**src/hw/evt_pack_pkg.sv**
```systemverilog
// Shared constants, word layouts and state types for the event word packer
package evt_pack_pkg;
	// Register byte addresses
	localparam logic [7:0] A_CTRL   = 8'h00;
	localparam logic [7:0] A_SWEEP  = 8'h04;
	localparam logic [7:0] A_STATUS = 8'h08;
	localparam logic [7:0] A_MASK   = 8'h0C;
	localparam logic [7:0] A_FORMAT = 8'h10;
	localparam logic [7:0] A_DROP   = 8'h14;
	// Control bit positions
	localparam int CTRL_EN     = 0;
	localparam int CTRL_TAG    = 8;
	localparam int CTRL_NOSWP  = 12;
	localparam int CTRL_NEEDLOST = 16;
	// Status and mask bits
	localparam int ST_W    = 3;
	localparam int ST_DONE = 0;
	localparam int ST_OOR  = 1;
	localparam int ST_LOST = 2;
	// Reset values
	localparam logic [31:0] CTRL_RST  = 32'h0000_0000;
	localparam logic [31:0] SWEEP_RST = 32'h0000_0FC0;
	// Time field widths per format
	localparam int TB_T0 = 12;
	localparam int TB_T5 = 20;
	localparam int TB_T1 = 28;
	localparam int TB_T3 = 54;
	localparam int SHORT_MARGIN = 64;
	localparam logic [31:0] SHORT_MAX = 32'((1 << TB_T0) - SHORT_MARGIN);
	localparam logic [31:0] T5_MAX    = 32'(1 << TB_T5);
	localparam logic [31:0] T1_MAX    = 32'(1 << TB_T1);
	// Byte counts per word
	localparam logic [3:0] NB_2 = 4'h2;
	localparam logic [3:0] NB_4 = 4'h4;
	localparam logic [3:0] NB_8 = 4'h8;
	// Format codes as read back by software
	localparam logic [7:0] FC_T0  = 8'h00;
	localparam logic [7:0] FC_T5  = 8'h05;
	localparam logic [7:0] FC_T1  = 8'h01;
	localparam logic [7:0] FC_T5B = 8'h5B;
	localparam logic [7:0] FC_T3  = 8'h03;
	localparam logic [2:0] HSIZE_WORD = 3'h2;
	localparam logic [3:0] NB_ONE = 4'h1;

	typedef enum logic [2:0] {FMT_T0, FMT_T5, FMT_T1, FMT_T5B, FMT_T3} fmt_e;

	typedef struct packed {
		logic        lost;
		logic [15:0] tag;
		logic [15:0] sweep;
		logic [TB_T3-1:0] offset;
		logic        falling;
		logic [2:0]  chan;
	} evt_s;

	typedef struct packed {logic falling; logic [2:0] chan;} head_s;
	typedef struct packed {logic [TB_T0-1:0] t; head_s h;} w_t0_s;
	typedef struct packed {logic [7:0] swp; logic [TB_T5-1:0] t; head_s h;} w_t5_s;
	typedef struct packed {logic [TB_T1-1:0] t; head_s h;} w_t1_s;
	typedef struct packed {
		logic lost; logic [14:0] tag; logic [15:0] swp; logic [TB_T1-1:0] t; head_s h;
	} w_t5b_s;
	typedef struct packed {logic lost; logic [4:0] tag; logic [TB_T3-1:0] t; head_s h;} w_t3_s;

	typedef struct packed {
		logic [31:0]     ctrl;
		logic [31:0]     sweep;
		logic [ST_W-1:0] status;
		logic [ST_W-1:0] mask;
		logic [15:0]     drop;
		logic            irq;
		logic            a_valid;
		logic            a_write;
		logic [7:0]      a_addr;
		logic            rd_wait;
		logic [31:0]     hrdata;
		logic            hreadyout;
		logic            hresp;
	} pk_st_s;

	typedef struct packed {
		logic [63:0] sh;
		logic [3:0]  left;
		logic        valid;
		logic        last;
		logic        rdy;
	} ser_st_s;
endpackage

```
**src/hw/word_serializer.sv**
```systemverilog
// Byte serializer that sends a loaded word low byte first
`timescale 1ns/10ps
module word_serializer (
	input  wire logic        core_clk,
	input  wire logic        rst_n,
	input  wire logic        accept_en,
	input  wire logic        load,
	input  wire logic [63:0] word,
	input  wire logic [3:0]  nbytes,
	input  wire logic        byte_ready,
	output logic             rdy,
	output logic             byte_valid,
	output logic [7:0]       byte_data,
	output logic             byte_last,
	output logic             done
);
	evt_pack_pkg::ser_st_s s_ff;
	evt_pack_pkg::ser_st_s nxt_s;
	logic                  pop;

	always_comb begin
		nxt_s = s_ff;
		pop = s_ff.valid && byte_ready;
		if (pop) begin
			nxt_s.sh = {8'h00, s_ff.sh[63:8]};
			nxt_s.left = s_ff.left - evt_pack_pkg::NB_ONE;
			nxt_s.valid = (s_ff.left != evt_pack_pkg::NB_ONE);
			nxt_s.last = (s_ff.left == evt_pack_pkg::NB_2);
		end
		if (load) begin
			nxt_s.sh = word;
			nxt_s.left = nbytes;
			nxt_s.valid = 1'b1;
			nxt_s.last = (nbytes == evt_pack_pkg::NB_ONE);
		end
		nxt_s.rdy = accept_en && !nxt_s.valid;
	end

	always_ff @(posedge core_clk) begin
		if (!rst_n) begin
			s_ff <= '0;
		end else begin
			s_ff <= nxt_s;
		end
	end

	assign rdy        = s_ff.rdy;
	assign byte_valid = s_ff.valid;
	assign byte_data  = s_ff.sh[7:0];
	assign byte_last  = s_ff.last;
	assign done       = pop && (s_ff.left == evt_pack_pkg::NB_ONE);
endmodule // word_serializer

```
**src/hw/tdc_event_word_packer.sv**
```systemverilog
// Event word packer with AHB-Lite registers and byte stream output
`timescale 1ns/10ps
module tdc_event_word_packer (
	input  wire logic                core_clk,
	input  wire logic                rst_n,
	input  wire logic                hsel,
	input  wire logic [31:0]         haddr,
	input  wire logic [1:0]          htrans,
	input  wire logic                hwrite,
	input  wire logic [2:0]          hsize,
	input  wire logic [31:0]         hwdata,
	input  wire logic                hready,
	output logic                     hreadyout,
	output logic                     hresp,
	output logic [31:0]              hrdata,
	input  wire logic                evt_valid,
	input  wire evt_pack_pkg::evt_s  evt,
	output logic                     evt_ready,
	output logic                     byte_valid,
	output logic [7:0]               byte_data,
	output logic                     byte_last,
	input  wire logic                byte_ready,
	output logic                     irq
);
	localparam int ST_BITS = evt_pack_pkg::ST_W;

	evt_pack_pkg::pk_st_s st_ff;
	evt_pack_pkg::pk_st_s nxt_st;
	evt_pack_pkg::fmt_e   fmt;
	evt_pack_pkg::w_t0_s  w0;
	evt_pack_pkg::w_t5_s  w5;
	evt_pack_pkg::w_t1_s  w1;
	evt_pack_pkg::w_t5b_s w5b;
	evt_pack_pkg::w_t3_s  w3;
	evt_pack_pkg::head_s  head;
	logic [63:0]          word;
	logic [3:0]           nbytes;
	logic [7:0]           fcode;
	logic                 oor;
	logic                 has_lost;
	logic                 take;
	logic                 load;
	logic                 done;
	logic                 tag_en;
	logic                 no_swp;
	logic                 need_lost;
	logic [ST_BITS-1:0]   set_bits;
	logic [ST_BITS-1:0]   clr_bits;
	logic [31:0]          rd_mux;

	assign tag_en    = st_ff.ctrl[evt_pack_pkg::CTRL_TAG];
	assign no_swp    = st_ff.ctrl[evt_pack_pkg::CTRL_NOSWP];
	assign need_lost = st_ff.ctrl[evt_pack_pkg::CTRL_NEEDLOST];

	// Format selection
	always_comb begin
		if (need_lost || tag_en) begin
			fmt = no_swp ? evt_pack_pkg::FMT_T3 : evt_pack_pkg::FMT_T5B;
		end else if (no_swp) begin
			if (st_ff.sweep <= evt_pack_pkg::SHORT_MAX) begin
				fmt = evt_pack_pkg::FMT_T0;
			end else if (st_ff.sweep <= evt_pack_pkg::T1_MAX) begin
				fmt = evt_pack_pkg::FMT_T1;
			end else begin
				fmt = evt_pack_pkg::FMT_T3;
			end
		end else begin
			fmt = (st_ff.sweep <= evt_pack_pkg::T5_MAX) ? evt_pack_pkg::FMT_T5 : evt_pack_pkg::FMT_T5B;
		end
	end

	// Word packing
	always_comb begin
		head = '{falling: evt.falling, chan: evt.chan};
		w0 = '{t: evt.offset[evt_pack_pkg::TB_T0-1:0], h: head};
		w5 = '{swp: evt.sweep[7:0], t: evt.offset[evt_pack_pkg::TB_T5-1:0], h: head};
		w1 = '{t: evt.offset[evt_pack_pkg::TB_T1-1:0], h: head};
		w5b = '{lost: evt.lost,
			tag: tag_en ? evt.tag[14:0] : 15'h0000,
			swp: evt.sweep,
			t: evt.offset[evt_pack_pkg::TB_T1-1:0],
			h: head};
		w3 = '{lost: evt.lost,
			tag: tag_en ? evt.tag[4:0] : 5'h00,
			t: evt.offset,
			h: head};
		word = 64'h0000_0000_0000_0000;
		nbytes = evt_pack_pkg::NB_2;
		fcode = evt_pack_pkg::FC_T0;
		oor = 1'b0;
		has_lost = 1'b0;
		unique case (fmt)
			evt_pack_pkg::FMT_T0: begin
				word = 64'(w0);
				nbytes = evt_pack_pkg::NB_2;
				fcode = evt_pack_pkg::FC_T0;
				oor = |(evt.offset >> evt_pack_pkg::TB_T0);
				has_lost = 1'b0;
			end
			evt_pack_pkg::FMT_T5: begin
				word = 64'(w5);
				nbytes = evt_pack_pkg::NB_4;
				fcode = evt_pack_pkg::FC_T5;
				oor = |(evt.offset >> evt_pack_pkg::TB_T5);
				has_lost = 1'b0;
			end
			evt_pack_pkg::FMT_T1: begin
				word = 64'(w1);
				nbytes = evt_pack_pkg::NB_4;
				fcode = evt_pack_pkg::FC_T1;
				oor = |(evt.offset >> evt_pack_pkg::TB_T1);
				has_lost = 1'b0;
			end
			evt_pack_pkg::FMT_T5B: begin
				word = 64'(w5b);
				nbytes = evt_pack_pkg::NB_8;
				fcode = evt_pack_pkg::FC_T5B;
				oor = |(evt.offset >> evt_pack_pkg::TB_T1);
				has_lost = 1'b1;
			end
			evt_pack_pkg::FMT_T3: begin
				word = 64'(w3);
				nbytes = evt_pack_pkg::NB_8;
				fcode = evt_pack_pkg::FC_T3;
				oor = 1'b0;
				has_lost = 1'b1;
			end
		endcase
	end

	// One event per cycle at most, and only while the serializer is free
	assign take = evt_valid && evt_ready;
	assign load = take && !oor;

	word_serializer u_ser (
		.core_clk   (core_clk),
		.rst_n      (rst_n),
		.accept_en  (st_ff.ctrl[evt_pack_pkg::CTRL_EN]),
		.load       (load),
		.word       (word),
		.nbytes     (nbytes),
		.byte_ready (byte_ready),
		.rdy        (evt_ready),
		.byte_valid (byte_valid),
		.byte_data  (byte_data),
		.byte_last  (byte_last),
		.done       (done)
	);

	// Register read mux
	always_comb begin
		unique case (st_ff.a_addr)
			evt_pack_pkg::A_CTRL:   rd_mux = st_ff.ctrl;
			evt_pack_pkg::A_SWEEP:  rd_mux = st_ff.sweep;
			evt_pack_pkg::A_STATUS: rd_mux = 32'(st_ff.status);
			evt_pack_pkg::A_MASK:   rd_mux = 32'(st_ff.mask);
			evt_pack_pkg::A_FORMAT: rd_mux = {20'h00000, nbytes, fcode};
			evt_pack_pkg::A_DROP:   rd_mux = 32'(st_ff.drop);
			default:                rd_mux = 32'h0000_0000;
		endcase
	end

	// Bus slave, status and interrupt
	always_comb begin
		nxt_st = st_ff;
		set_bits = '0;
		clr_bits = '0;
		set_bits[evt_pack_pkg::ST_DONE] = done;
		set_bits[evt_pack_pkg::ST_OOR] = take && oor;
		set_bits[evt_pack_pkg::ST_LOST] = load && has_lost && evt.lost;
		if (take && oor) begin
			nxt_st.drop = st_ff.drop + 16'h0001;
		end
		if (st_ff.a_valid && st_ff.a_write) begin
			unique case (st_ff.a_addr)
				evt_pack_pkg::A_CTRL:   nxt_st.ctrl = hwdata;
				evt_pack_pkg::A_SWEEP:  nxt_st.sweep = hwdata;
				evt_pack_pkg::A_STATUS: clr_bits = hwdata[ST_BITS-1:0];
				evt_pack_pkg::A_MASK:   nxt_st.mask = hwdata[ST_BITS-1:0];
				default: ;
			endcase
			nxt_st.a_valid = 1'b0;
		end
		nxt_st.status = (st_ff.status & ~clr_bits) | set_bits;
		nxt_st.irq = |(nxt_st.status & nxt_st.mask);
		if (st_ff.rd_wait) begin
			nxt_st.hrdata = rd_mux;
			nxt_st.hreadyout = 1'b1;
			nxt_st.rd_wait = 1'b0;
			nxt_st.a_valid = 1'b0;
		end else if (hready) begin
			if (hsel && htrans[1] && hsize == evt_pack_pkg::HSIZE_WORD) begin
				nxt_st.a_valid = 1'b1;
				nxt_st.a_write = hwrite;
				nxt_st.a_addr = haddr[7:0];
				nxt_st.rd_wait = !hwrite;
				nxt_st.hreadyout = hwrite;
			end else begin
				nxt_st.a_valid = 1'b0;
			end
		end
	end

	always_ff @(posedge core_clk) begin
		if (!rst_n) begin
			st_ff <= '0;
			st_ff.ctrl <= evt_pack_pkg::CTRL_RST;
			st_ff.sweep <= evt_pack_pkg::SWEEP_RST;
			st_ff.hreadyout <= 1'b1;
		end else begin
			st_ff <= nxt_st;
		end
	end

	assign hreadyout = st_ff.hreadyout;
	assign hresp     = st_ff.hresp;
	assign hrdata    = st_ff.hrdata;
	assign irq       = st_ff.irq;
endmodule // tdc_event_word_packer

```
**config.mk**
```make
export PLATFORM = sky130hd
export DESIGN_NAME = tdc_event_word_packer
export DESIGN_NICKNAME = d
export VERILOG_FILES = /design/src/hw/evt_pack_pkg.sv /design/src/hw/word_serializer.sv /design/src/hw/tdc_event_word_packer.sv
export SDC_FILE = /design/constraint.sdc
export NUM_CORES = 1
export LEC_CHECK = 0
export BUFFER_PORTS_ARGS = -buffer_cell sky130_fd_sc_hd__buf_2
export CORE_ASPECT_RATIO = 0.75
export CORE_MARGIN = 5
export CORE_UTILIZATION = 35
export CTS_CLUSTER_DIAMETER = 30
export CTS_CLUSTER_SIZE = 40
export DETAILED_ROUTE_END_ITERATION = 8
export GPL_TIMING_DRIVEN = 0
export SYNTH_ARGS = -nofsm -noshare
export SYNTH_HDL_FRONTEND = slang
export SYNTH_SLANG_ARGS = --single-unit
```
**constraint.sdc**
```tcl
create_clock -name core_clk -period 3.6 [get_ports core_clk]
set_input_delay 0.54 -clock core_clk [delete_from_list [all_inputs] [get_ports core_clk]]
set_output_delay 0.54 -clock core_clk [all_outputs]
set_load 0.05 [all_outputs]
```
==> results.txt, run 1 <==
The run finished with clean final reports. The routed wire length per instance was 18.5 um; the number of buffers between clock root and the deepest sink was 3. The die covers 29800 um^2. Prevailing post-synth register cell: sky130_fd_sc_hd__dfxtp_1. The clock input transition at the sequential cells of the worst setup and hold paths was 50 ps; the deepest level of the CTS H-tree was 2. Synthesis produced a netlist with a net count of 1295. For the filler cell count in the final layout, the log shows 2631. The critical path start-end classification is flop to flop.

The type of origin of the critical path is a flop. The tools report the kind of end point of the critical path as a flop. In this run the register-to-register setup slack is 40 ps.

TritonCTS built the clock tree. For this run the aggregate overflow at the end of global routing stands at 0. The min-delay analysis places its worst path in the category input port to flop.

The initial utilization of the core area, before any placement, comes to 35.6%. After floorplanning, the core was divided into 51 placement rows. After the first detailed-routing iteration, the DRC count stood at 773. Leakage dissipation: 4.67 nW. Measured on the finished design, the core utilization comes to 46.2%. For this design, the CTS-stage hold fixing added 0 buffers. Counting flops with a built-in enable in the synthesized netlist gives 0. The floorplan step set the die height to 151 um. The areal power density over the cells is 509 nW/um^2, and the headroom to the max-slew limit is 34.4%. The number of cells on the worst hold path was 2.

The initial antenna violation count came out at 4. The worst reg-to-reg path cell count is 9, and the yosys synthesis warning count is 0. The worst-case IR drop observed on VDD is 0.295 mV.

Summing every instance area after synthesis gives 9260 um^2. The pre-CTS worst setup slack was -213 ps; the horizontal die dimension was 198 um. STA puts the critical path data required time at 3990 ps.

The via count was 9288. The final wirelength was 32.0 mm. For this run, the register share of the synthesized area comes to 43.7%. In the routed layout, each cell is associated on average with a via count of 5.38. The share of post-route cells with drive strength above 1 works out to 23.6%. In this run the critical register-to-register path is launched from st_ff[68]. The async set-or-reset flop fraction in the synthesized netlist works out to 0%. The number of sinks driven by the clock tree was 202; the average cell area after synthesis was 8.24 um^2.

Number of max-slew violations in the final report: 0. The worst hold path terminates at st_ff[34]. For the detailed placer's ending HPWL, the log shows 24.1 mm. The tool flagged a number of max-cap violations equal to 0.

In this run the worst path has a maximum fanout of 10. Setup total negative slack on the finished layout was measured at 0 ps. The count of nets left with antenna violations once routing finished came out at 0. After synthesis the netlist holds a flip-flop and latch count of 202. Compared with the post-synthesis result, the final layout area differs by 29.8%. The post-route DRC violation count was 0; the final weighted congestion of routability-driven global placement was 0.900.

Counting every instance in the synthesized netlist gives 1124. The tools report the core area as 26000 um^2. The final hold violation count was 0. Data on the critical path arrives at its endpoint at 3950 ps.

Counting I/O delays and the setup requirement, the final critical path takes 3560 ps. 213 I/O pins were placed. Clock tree synthesis selected as its root buffer the cell sky130_fd_sc_hd__clkbuf_16. Final cycle utilization of the critical path: 98.9%. The slew at the pin closest to its max-slew limit came out at 981 ps. The total track usage was 20.5%; the wire length of the first global-routing pass was 48.7 mm.

The endpoint identified for the worst register-to-register timing path is st_ff[55]. For the worst-skew pair, the clock arrives at the later sink with an insertion delay of 510 ps. Entering global routing, the biggest net connects 11 pins. Setup repair after global routing left no endpoint under its margin. For the post-route clock skew, the log shows 19.1 ps. The final total power was 6.12 mW; the number of port buffers was 185. Static timing analysis puts the maximum clock frequency at 281 MHz. The number of global-route vias before repair was 8679. Beginning of the worst hold path: hwrite.

The number of different library cells used by synthesis comes to 63. Setup violations remaining at the end of the flow were counted as 0. The final worst-path setup slack was 40.1 ps; the count of TritonRoute iterations in the first routing pass was 7. TritonCTS created 39 clock buffers. After the last flow step, the layout net total stands at 1523.
[cells in the final DEF (no fill, tap or decap), types with 9 or more instances in the layout]
cell type	synthesis	routed
sky130_fd_sc_hd__a21oi_1	70	70
sky130_fd_sc_hd__a221oi_1	11	11
sky130_fd_sc_hd__a22o_1	40	40
sky130_fd_sc_hd__a22oi_1	17	17
sky130_fd_sc_hd__a2bb2oi_1	32	32
sky130_fd_sc_hd__a311oi_1	24	24
sky130_fd_sc_hd__buf_1	9	9
sky130_fd_sc_hd__buf_2	11	196
sky130_fd_sc_hd__buf_4	42	44
sky130_fd_sc_hd__clkbuf_1	64	65
sky130_fd_sc_hd__clkbuf_16	0	41
sky130_fd_sc_hd__dfxtp_1	202	202
sky130_fd_sc_hd__inv_1	10	10
sky130_fd_sc_hd__mux2i_1	36	36
sky130_fd_sc_hd__nand2_1	287	287
sky130_fd_sc_hd__nand3_1	19	19
sky130_fd_sc_hd__nand4_1	9	9
sky130_fd_sc_hd__nor2_1	51	51
sky130_fd_sc_hd__nor4_1	21	17
sky130_fd_sc_hd__o211ai_1	32	32
sky130_fd_sc_hd__o21ai_0	39	38
[synthesized netlist by cell type, types with 6 or more instances]
cell	number	area, um^2
sky130_fd_sc_hd__buf_2	11	55.1
sky130_fd_sc_hd__buf_4	42	315
sky130_fd_sc_hd__a22oi_1	17	128
sky130_fd_sc_hd__o211ai_1	32	240
sky130_fd_sc_hd__and2_1	8	50.1
sky130_fd_sc_hd__nor2_1	51	191
sky130_fd_sc_hd__a2bb2oi_1	32	280
sky130_fd_sc_hd__nand3_1	19	95.1
sky130_fd_sc_hd__o21ai_0	39	195
sky130_fd_sc_hd__a21o_1	6	45.0
sky130_fd_sc_hd__a22o_1	40	350
sky130_fd_sc_hd__nand4_1	9	56.3
sky130_fd_sc_hd__dfxtp_1	202	4040
sky130_fd_sc_hd__a311oi_1	24	210
sky130_fd_sc_hd__and3_1	8	50.1
sky130_fd_sc_hd__nor3_1	8	40.0
sky130_fd_sc_hd__mux2i_1	36	360
sky130_fd_sc_hd__buf_1	9	33.8
sky130_fd_sc_hd__nor4_1	21	131
sky130_fd_sc_hd__inv_1	10	37.5
sky130_fd_sc_hd__nand2_1	287	1080
sky130_fd_sc_hd__clkbuf_1	64	240
sky130_fd_sc_hd__a221oi_1	11	96.3
sky130_fd_sc_hd__a21oi_1	70	350
[worst max-delay path, cell delays in order (launching register included)]
cell	delay [ps]
sky130_fd_sc_hd__dfxtp_1	330
sky130_fd_sc_hd__nor4_2	540
sky130_fd_sc_hd__nand4_1	330
sky130_fd_sc_hd__nor4_2	370
sky130_fd_sc_hd__nor3_2	210
sky130_fd_sc_hd__or4b_1	520
sky130_fd_sc_hd__buf_2	190
sky130_fd_sc_hd__a2111oi_4	610
sky130_fd_sc_hd__a21oi_1	140
sky130_fd_sc_hd__a31o_1	200
[how the worst max path moves through the flow]
stage	startpoint	end	slack, ps	cells after the start
global route	st_ff[68]	st_ff[55]	10	9
floorplan	st_ff[97]	st_ff[51]	620	9
global placement	st_ff[68]	st_ff[51]	-30	9
CTS	st_ff[68]	u_ser.s_ff[43]	70	11
detailed placement	st_ff[68]	u_ser.s_ff[51]	-210	11
finish	st_ff[68]	st_ff[55]	40	9
[layout make-up]
class	count	area [um^2]	share of cell area (%)
well taps	344	430	3.58
repair buffers	187	941	7.83
inverters	11	41.3	0.344
flip-flops and latches	202	4040	33.6
clock inverters	22	248	2.06
multi-input cells	785	4570	38.0
plain buffers	126	647	5.38
clock buffers	48	1090	9.09
diodes	2	5.00	0.0416
[power by group]
part | switching, mW | total, mW | internal, mW | leakage (nW)
combinational | 0.126 | 0.205 | 0.0788 | 2.40
clock | 1.22 | 3.67 | 2.45 | 0.644
sequential | 0.000724 | 2.24 | 2.24 | 1.63
[metrics by stage]
| step | hold slack, ps | cells | area [um^2] |
|---|---|---|---|
| after floorplan | 422 | 1124 | 9260 |
| after global placement | 436 | 1653 | 10600 |
| after detailed placement | 442 | 1653 | 10600 |
| after CTS | 212 | 1723 | 12000 |
| after global routing | 218 | 1726 | 12000 |
| final | 227 | 1727 | 12000 |
[state kept, by name, indices dropped and copies added, names as in the netlist, 8 cells and up]
register and flops:
u_ser.byte_data 8, st_ff 95, hrdata 32, u_ser.s_ff 60
[cell families (layout without fill, tap and decap cells)]
logic type	Yosys count	count (layout)	synth area share, %
muxes	37	37	4.01
adders and majority gates	4	4	0.540
other	1	3	0.0405
buffers and inverters	137	394	7.40
AOI/OAI and AO/OA	307	307	23.9
xor gates and xnor gates	6	6	0.567
and+or+nand+nor	430	430	19.8
DFF	202	202	43.7
[what timing repair did]
item / 4_1_cts / 5_1_grt
setup endpoints to repair: 44 / 66
resized for setup: 3 / 7
pin swaps: 0 / 1
setup buffers: 0 / 2
[metal layers]
layer / wire length [um] / share of wire (%) / track usage, % / up-vias
met1: 15800 / 49 / 31.4 / 4378
met2: 12800 / 40 / 28.9 / 375
li1: - / - / - / 4453
met4: 786 / 2.5 / 6.02 / 6
met5: 33 / 0.10 / 0 / -
met3: 2610 / 8.2 / 4.25 / 76
Note: power is estimated with default switching activity, not from simulation.
==> run 2, diff against run 1 <==
- clock period: 3.6 -> 4.4 ns (I/O delays scaled with it)
==> results.txt, run 2 (same netlist as run 1, synthesis figures left out) <==
The areal power density over the cells was 418 nW/um^2 (was 509 nW/um^2). The type of the most critical hold path is input port to flop (unchanged). The number of global-route vias before repair was 8677 (was 8679); the hold-fix buffer count after cts was 0 (unchanged). The critical path start-end classification is flop to flop (unchanged).

The cell area after layout came out at 12000 um^2 (about the same). The later-pin clock latency in the skew report came out at 520 ps (was 510 ps). The slew at the pin closest to its max-slew limit was 982 ps (was 981 ps); the reg2reg setup slack was 380 ps (was 40 ps). The post-route clock skew was 19.7 ps (was 19.1 ps); the share of post-route cells with drive strength above 1 was 23.1% (was 23.6%). The final cycle utilization of the critical path is 91.3% (was 98.9%), and the clock input transition at the sequential cells of the worst setup and hold paths is 50 ps (about the same).

The final hold violation count was 0 (unchanged). The horizontal die dimension is 198 um (unchanged). The proportion of power drawn by combinational gates was 3.4% (about the same). The flow ran to the end, and the final reports show no timing, DRC or antenna violations.

The type of origin of the critical path is a flop (unchanged). The antenna violation net count after detailed routing was 0 (unchanged); the final total power was 5.01 mW (was 6.12 mW). The logs give 0 (unchanged) for the number of buffers inserted by post-CTS setup repair and 51 (unchanged) for the count of standard-cell rows. The largest net degree at the start of global routing was 11 (unchanged). The proportion of power drawn by the clock network is 60.0% (about the same). The count of TritonRoute iterations in the first routing pass was 6 (was 7); the routed wire length per instance was 18.5 um (about the same). The wire length of the first global-routing pass was 48.6 mm (was 48.7 mm).

The endpoint of the worst register-to-register path was u_ser.s_ff[43] (was st_ff[55]). The run gives 0 (unchanged) as the number of max-slew violations in the final report. The fraction of the core area covered by cells at the end of the flow is 46.0% (was 46.2%).

The tools report the beginning of the worst register-to-register path as st_ff[68] (unchanged). The clock tree root buffer cell is sky130_fd_sc_hd__clkbuf_16 (unchanged). The required time reported for the critical path endpoint came out at 4830 ps (was 3990 ps). The die height was 151 um (unchanged). Leading cell type in the layout, fill and taps excluded: sky130_fd_sc_hd__nand2_1 (unchanged).

The largest fanout of any net on the critical path works out to 10 (unchanged). The post-synthesis to final-layout area growth is 29.2% (was 29.8%), and the final wirelength is 32.0 mm (about the same). The total setup violations reported at the end of the flow was 0 (unchanged). The leakage dissipation was 4.65 nW (was 4.67 nW). The tools report the launching element of the worst setup path as st_ff[68] (unchanged). The core area was 26000 um^2 (unchanged). The power share of the sequential group is 36.7% (was 36.6%), and the aggregate negative setup slack is 0 ps (unchanged). For the full die area, the log shows 29800 um^2 (unchanged).

Most frequent cells in the layout: 287 x sky130_fd_sc_hd__nand2_1, 202 x sky130_fd_sc_hd__dfxtp_1, 196 x sky130_fd_sc_hd__buf_2 (unchanged). For the via count, the log shows 9254 (was 9288). The logs give 35.6% (unchanged) for the starting density of the core and 0.242 mV (was 0.295 mV) for the largest vdd supply drop. For the deepest level of the CTS H-tree, the log shows 2 (unchanged).

The clock period minus final worst setup slack was 4020 ps (was 3560 ps). Termination of the worst setup path: u_ser.s_ff[43] (was st_ff[55]). Number of port buffers: 185 (unchanged). The fmax was 249 MHz (was 281 MHz); the overall overflow remaining after global route was 0 (unchanged). Setup repair after global routing left no endpoint under its margin. The logs give 0 (unchanged) for the post-route DRC violation count and 1.11 mW (was 1.35 mW) for the power dissipated by switching net loads. The total of cells resized after clock tree synthesis is 0 (was 3). The worst reg-to-reg path cell count was 11 (was 9).

The switching power share of the total was 22.1% (about the same); the placed cell area was 10600 um^2 (unchanged). For the total clock buffers created by CTS, the log shows 39 (unchanged). The tools report the number of buffers between clock root and the deepest sink as 3 (unchanged).

The number of sinks driven by the clock tree is 202 (unchanged). The initial antenna violation count is 4 (unchanged), and the cell-internal power is 3.90 mW (was 4.77 mW). The register containing the most flip-flops in the final layout was st_ff (unchanged).

The headroom to the max-slew limit was 34.3% (was 34.4%). The logs give 832 (was 773) for the detailed router's first-iteration violation count and 20.5% (about the same) for the total track usage. The kind of end point of the critical path was a flop (unchanged).

TritonCTS built the clock tree. The number of nets in the layout was 1521 (was 1523); the signal arrival time at the worst endpoint was 4440 ps (was 3950 ps). The number of flip-flops under the largest register name is 95 (unchanged), and the max-capacitance violation count is 0 (unchanged).

The average vias per placed instance was 5.36 (was 5.38); the number of I/O pins was 213 (unchanged). For the detailed placer's ending HPWL, the log shows 24.1 mm (unchanged). The final weighted congestion of routability-driven global placement was 0.900 (unchanged).
run 2: per-layer routing:
layer	GRT usage, %	vias to the layer above	wire [um]
met5	0	-	33
met4	6.16	6	792
met3	4.14	71	2510
met2	28.7	351	12700
met1	31.4	4372	15900
li1	-	4454	-
run 2: layout make-up:
type	instances	area, um^2
Multi-Input combinational cell	785	4540
Clock inverter	22	248
Sequential cell	202	4040
Tap cell	344	430
Antenna cell	2	5.00
Inverter	11	41.3
Buffer	126	644
Fill cell	2637	14100
Timing Repair Buffer	185	926
Clock buffer	48	1090
run 2: critical path: stages (launching register included):
cell                        delay (ps)
sky130_fd_sc_hd__dfxtp_1           330
sky130_fd_sc_hd__nor4_1            660
sky130_fd_sc_hd__nand4_1           330
sky130_fd_sc_hd__o21ai_0           350
sky130_fd_sc_hd__a31oi_1           150
sky130_fd_sc_hd__clkbuf_1          310
sky130_fd_sc_hd__o21ai_2           470
sky130_fd_sc_hd__nor4bb_1          340
sky130_fd_sc_hd__clkbuf_1          430
sky130_fd_sc_hd__buf_2             320
sky130_fd_sc_hd__nand2_1            80
sky130_fd_sc_hd__a2bb2oi_1         160
run 2: power groups by stage:
stage / clock network, mW / registers (mW) / logic, mW
after CTS: 3.05 / 1.83 / 0.166
after floorplan: 0 / 1.87 / 0.0546
after global routing: 3.13 / 1.83 / 0.182
final: 3.00 / 1.83 / 0.168
after global placement: 0 / 1.87 / 0.165
after detailed placement: 0 / 1.87 / 0.166
run 2: how the worst min path moves through the flow:
| stage | start | to | slack [ps] | depth (start not counted) |
|---|---|---|---|---|
| floorplan | st_ff[100] | u_ser.rdy | 420 | 2 |
| global placement | u_ser.s_ff[64] | u_ser.s_ff[64] | 440 | 2 |
| detailed placement | u_ser.s_ff[64] | u_ser.s_ff[64] | 440 | 2 |
| CTS | hwrite | st_ff[34] | 330 | 2 |
| global route | hwrite | st_ff[34] | 340 | 2 |
| finish | hwrite | st_ff[34] | 350 | 2 |
run 2: through the flow:
| stage | worst slack, ps | std cells | hold WS, ps |
|---|---|---|---|
| after global placement | 771 | 1653 | 436 |
| after floorplan | 1420 | 1124 | 422 |
| after global routing | 183 | 1724 | 338 |
| after detailed placement | 587 | 1653 | 442 |
| final | 382 | 1725 | 345 |
| after CTS | 563 | 1723 | 332 |
==> run 3, diff against run 2 <==
- CORE_ASPECT_RATIO: 0.75 -> 0.7
==> results.txt, run 3 (same netlist as run 1, synthesis figures left out) <==
The power dissipated by switching net loads was 1.09 mW (was 1.11 mW); the total clock buffers created by CTS was 38 (was 39). Clock tree root buffer cell: sky130_fd_sc_hd__clkbuf_16 (unchanged). The kind of end point of the critical path is a flop (unchanged). The fmax came out at 265 MHz (was 249 MHz). The switching power share of the total is 22.3% (was 22.1%), and the final wirelength is 31.9 mm (was 32.0 mm).

The number of nets in the layout was 1520 (was 1521); the proportion of power drawn by combinational gates was 3.4% (about the same). Beginning of the worst register-to-register path: st_ff[68] (unchanged). Cell family with the largest share of critical-path delay: simple AND/OR/NAND/NOR gates (unchanged). The max-capacitance violation count was 0 (unchanged); the total of cells resized after clock tree synthesis was 0 (unchanged).

The logs give 1737 (was 1725) for the final non-filler cell total and 4830 ps (about the same) for the required time reported for the critical path endpoint. Setup repair after global routing left no endpoint under its margin. Number of global-route vias before repair: 8749 (was 8677). Critical path start-end classification: flop to flop (unchanged).

Number of buffers between clock root and the deepest sink: 3 (unchanged). The tools report the power share of the sequential group as 37.5% (was 36.7%). The largest fanout of any net on the critical path was 10 (unchanged); the final weighted congestion of routability-driven global placement was 0.907 (was 0.900).

The detailed placer's ending HPWL is 24.3 mm (was 24.1 mm), and the overall overflow remaining after global route is 0 (unchanged). For the number of max-slew violations in the final report, the log shows 0 (unchanged). For the filler cell count in the final layout, the log shows 2607 (was 2637). The library cell appearing most often on the critical path is sky130_fd_sc_hd__clkbuf_1 (unchanged). The routed wire length per instance was 18.4 um (was 18.5 um). Most frequent cells in the layout: 287 x sky130_fd_sc_hd__nand2_1, 202 x sky130_fd_sc_hd__dfxtp_1, 196 x sky130_fd_sc_hd__buf_2 (unchanged). The leakage dissipation was 4.62 nW (was 4.65 nW). The largest stage delay on the critical path was 550 ps (was 660 ps). The via count came out at 9224 (was 9254).

The total track usage is 20.5% (about the same), and the headroom to the max-slew limit is 36.1% (was 34.3%). The hold-fix buffer count after cts was 0 (unchanged); the antenna violation net count after detailed routing was 0 (unchanged). TritonCTS built the clock tree.

Cell chain of the critical path: nor4_1, nand4_1, o21ai_0, a31oi_1, clkbuf_1, o21ai_2, nor4bb_1, clkbuf_1, buf_2, nand2_1, a2bb2oi_1 (unchanged). Horizontal die dimension: 204 um (was 198 um). The proportion of power drawn by the clock network was 59.1% (was 60.0%); the critical path buffer and inverter count was 3 (unchanged). The run gives 732 (was 832) as the detailed router's first-iteration violation count. The endpoint of the worst register-to-register path is u_ser.s_ff[55] (was u_ser.s_ff[43]). The final cycle utilization of the critical path is 85.7% (was 91.3%). For the number of buffers inserted by post-CTS setup repair, the log shows 0 (unchanged). The run gives 213 (unchanged) as the number of I/O pins. Number of port buffers: 185 (unchanged). The flow ran to the end, and the final reports show no timing, DRC or antenna violations. The average vias per placed instance is 5.31 (was 5.36). The tools report the type of origin of the critical path as a flop (unchanged). The slew at the pin closest to its max-slew limit works out to 955 ps (was 982 ps). The cell-internal power was 3.80 mW (was 3.90 mW); the fraction of the core area covered by cells at the end of the flow was 46.1% (was 46.0%). Clock input transition at the sequential cells of the worst setup and hold paths: 50 ps (about the same). The beginning of the worst hold path was hwrite (unchanged). The share of post-route cells with drive strength above 1 is 23.1% (about the same).

The logs give 35.8% (was 35.6%) for the starting density of the core and 49 (was 51) for the count of standard-cell rows. Register containing the most flip-flops in the final layout: st_ff (unchanged). The core area is 25900 um^2 (was 26000 um^2), and the full die area is 29900 um^2 (was 29800 um^2). The die height was 146 um (was 151 um).

The post-route DRC violation count came out at 0 (unchanged). The tools report the total setup violations reported at the end of the flow as 0 (unchanged). The critical-path cell with the highest stage delay is sky130_fd_sc_hd__nor4_1 (unchanged). The run gives 5 (was 6) as the count of TritonRoute iterations in the first routing pass. The post-route clock skew came out at 20.2 ps (was 19.7 ps). Hold path endpoint: st_ff[34] (unchanged). Leading cell type in the layout, fill and taps excluded: sky130_fd_sc_hd__nand2_1 (unchanged). For the deepest level of the CTS H-tree, the log shows 2 (unchanged). The number of flip-flops under the largest register name was 95 (unchanged); the initial antenna violation count was 4 (unchanged). The aggregate negative setup slack came out at 0 ps (unchanged). The signal arrival time at the worst endpoint was 4200 ps (was 4440 ps). The final hold violation count is 0 (unchanged), and the clock period minus final worst setup slack is 3770 ps (was 4020 ps). The reg2reg setup slack was 630 ps (was 380 ps); the areal power density over the cells was 410 nW/um^2 (was 418 nW/um^2).

The worst reg-to-reg path cell count was 11 (unchanged). The cell count after placement came out at 1666 (was 1653). The type of the most critical hold path was input port to flop (unchanged).

The number of cells on the worst hold path is 2 (unchanged), and the largest vdd supply drop is 0.216 mV (was 0.242 mV). The post-synthesis to final-layout area growth was 28.9% (was 29.2%). For the later-pin clock latency in the skew report, the log shows 510 ps (was 520 ps). The largest net degree at the start of global routing is 12 (was 11), and the wire length of the first global-routing pass is 49.3 mm (was 48.6 mm).

The run gives 202 (unchanged) as the number of sinks driven by the clock tree.
==> run 3: changes by cell type in the layout (fill, tap and decap cells not counted), sizes merged <==
cell      previous run  this run
bufinv               4         3
inv                 12        14
clkinv              11         9
clkbuf             112       111
clkinvlp             6         7
==> run 3: power groups by stage <==
stage               Combinational, mW  Sequential [mW]  Clock (mW)
floorplan                      0.0546             1.87           0
finish                          0.168             1.83        2.89
global placement                0.164             1.87           0
CTS                             0.166             1.83        2.94
global route                    0.182             1.83        3.02
detailed placement              0.165             1.87           0
==> run 3: through the flow <==
stage | total power, mW | hold WS [ps] | setup slack [ps] | area, um^2
floorplan | 1.93 | 422 | 1420 | 9260
global placement | 2.03 | 438 | 800 | 10600
detailed placement | 2.04 | 444 | 753 | 10600
CTS | 4.94 | 327 | 716 | 11900
global route | 5.04 | 337 | 364 | 11900
finish | 4.89 | 338 | 627 | 11900
==> run 3: area by class of cell <==
class,count,area (um^2),share of cell area [%]
multi-input cells,785,4540,38.0
clock inverters,22,225,1.89
repair buffers,185,926,7.76
flip-flops and latches,202,4040,33.9
diodes,2,5.00,0.0419
well taps,357,447,3.74
inverters,11,41.3,0.346
clock buffers,47,1070,8.93
plain buffers,126,644,5.40
==> run 3: worst max path at each step <==
stage / startpoint / endpoint / slack [ps] / depth (start not counted)
final: st_ff[68] / u_ser.s_ff[55] / 630 / 11
after global routing: st_ff[68] / u_ser.s_ff[55] / 360 / 11
after CTS: st_ff[68] / u_ser.s_ff[55] / 720 / 11
after detailed placement: st_ff[68] / u_ser.s_ff[46] / 750 / 11
after global placement: st_ff[68] / u_ser.s_ff[55] / 800 / 11
after floorplan: st_ff[97] / st_ff[51] / 1420 / 9
==> run 3: layer usage <==
layer  GRT usage (%)  routed length [um]  up-vias  share of wire [%]
li1                -                   -     4453                  -
met3            4.70                2940       47                9.2
met5               0                  21        -              0.066
met1            32.3               16000     4325                 50
met2            27.8               12400      395                 39
met4            5.09                 530        4                1.7
==> run 3: worst reg2reg max path, cell delays in order, from the launching register on <==
cell and delay, ps:
sky130_fd_sc_hd__dfxtp_1 330, sky130_fd_sc_hd__nor4_1 550, sky130_fd_sc_hd__nand4_1 280, sky130_fd_sc_hd__o21ai_0 280, sky130_fd_sc_hd__a31oi_1 140, sky130_fd_sc_hd__clkbuf_1 320, sky130_fd_sc_hd__o21ai_2 470, sky130_fd_sc_hd__nor4bb_1 320
sky130_fd_sc_hd__clkbuf_1 420, sky130_fd_sc_hd__buf_2 310, sky130_fd_sc_hd__nand2_1 110, sky130_fd_sc_hd__a2bb2oi_1 160
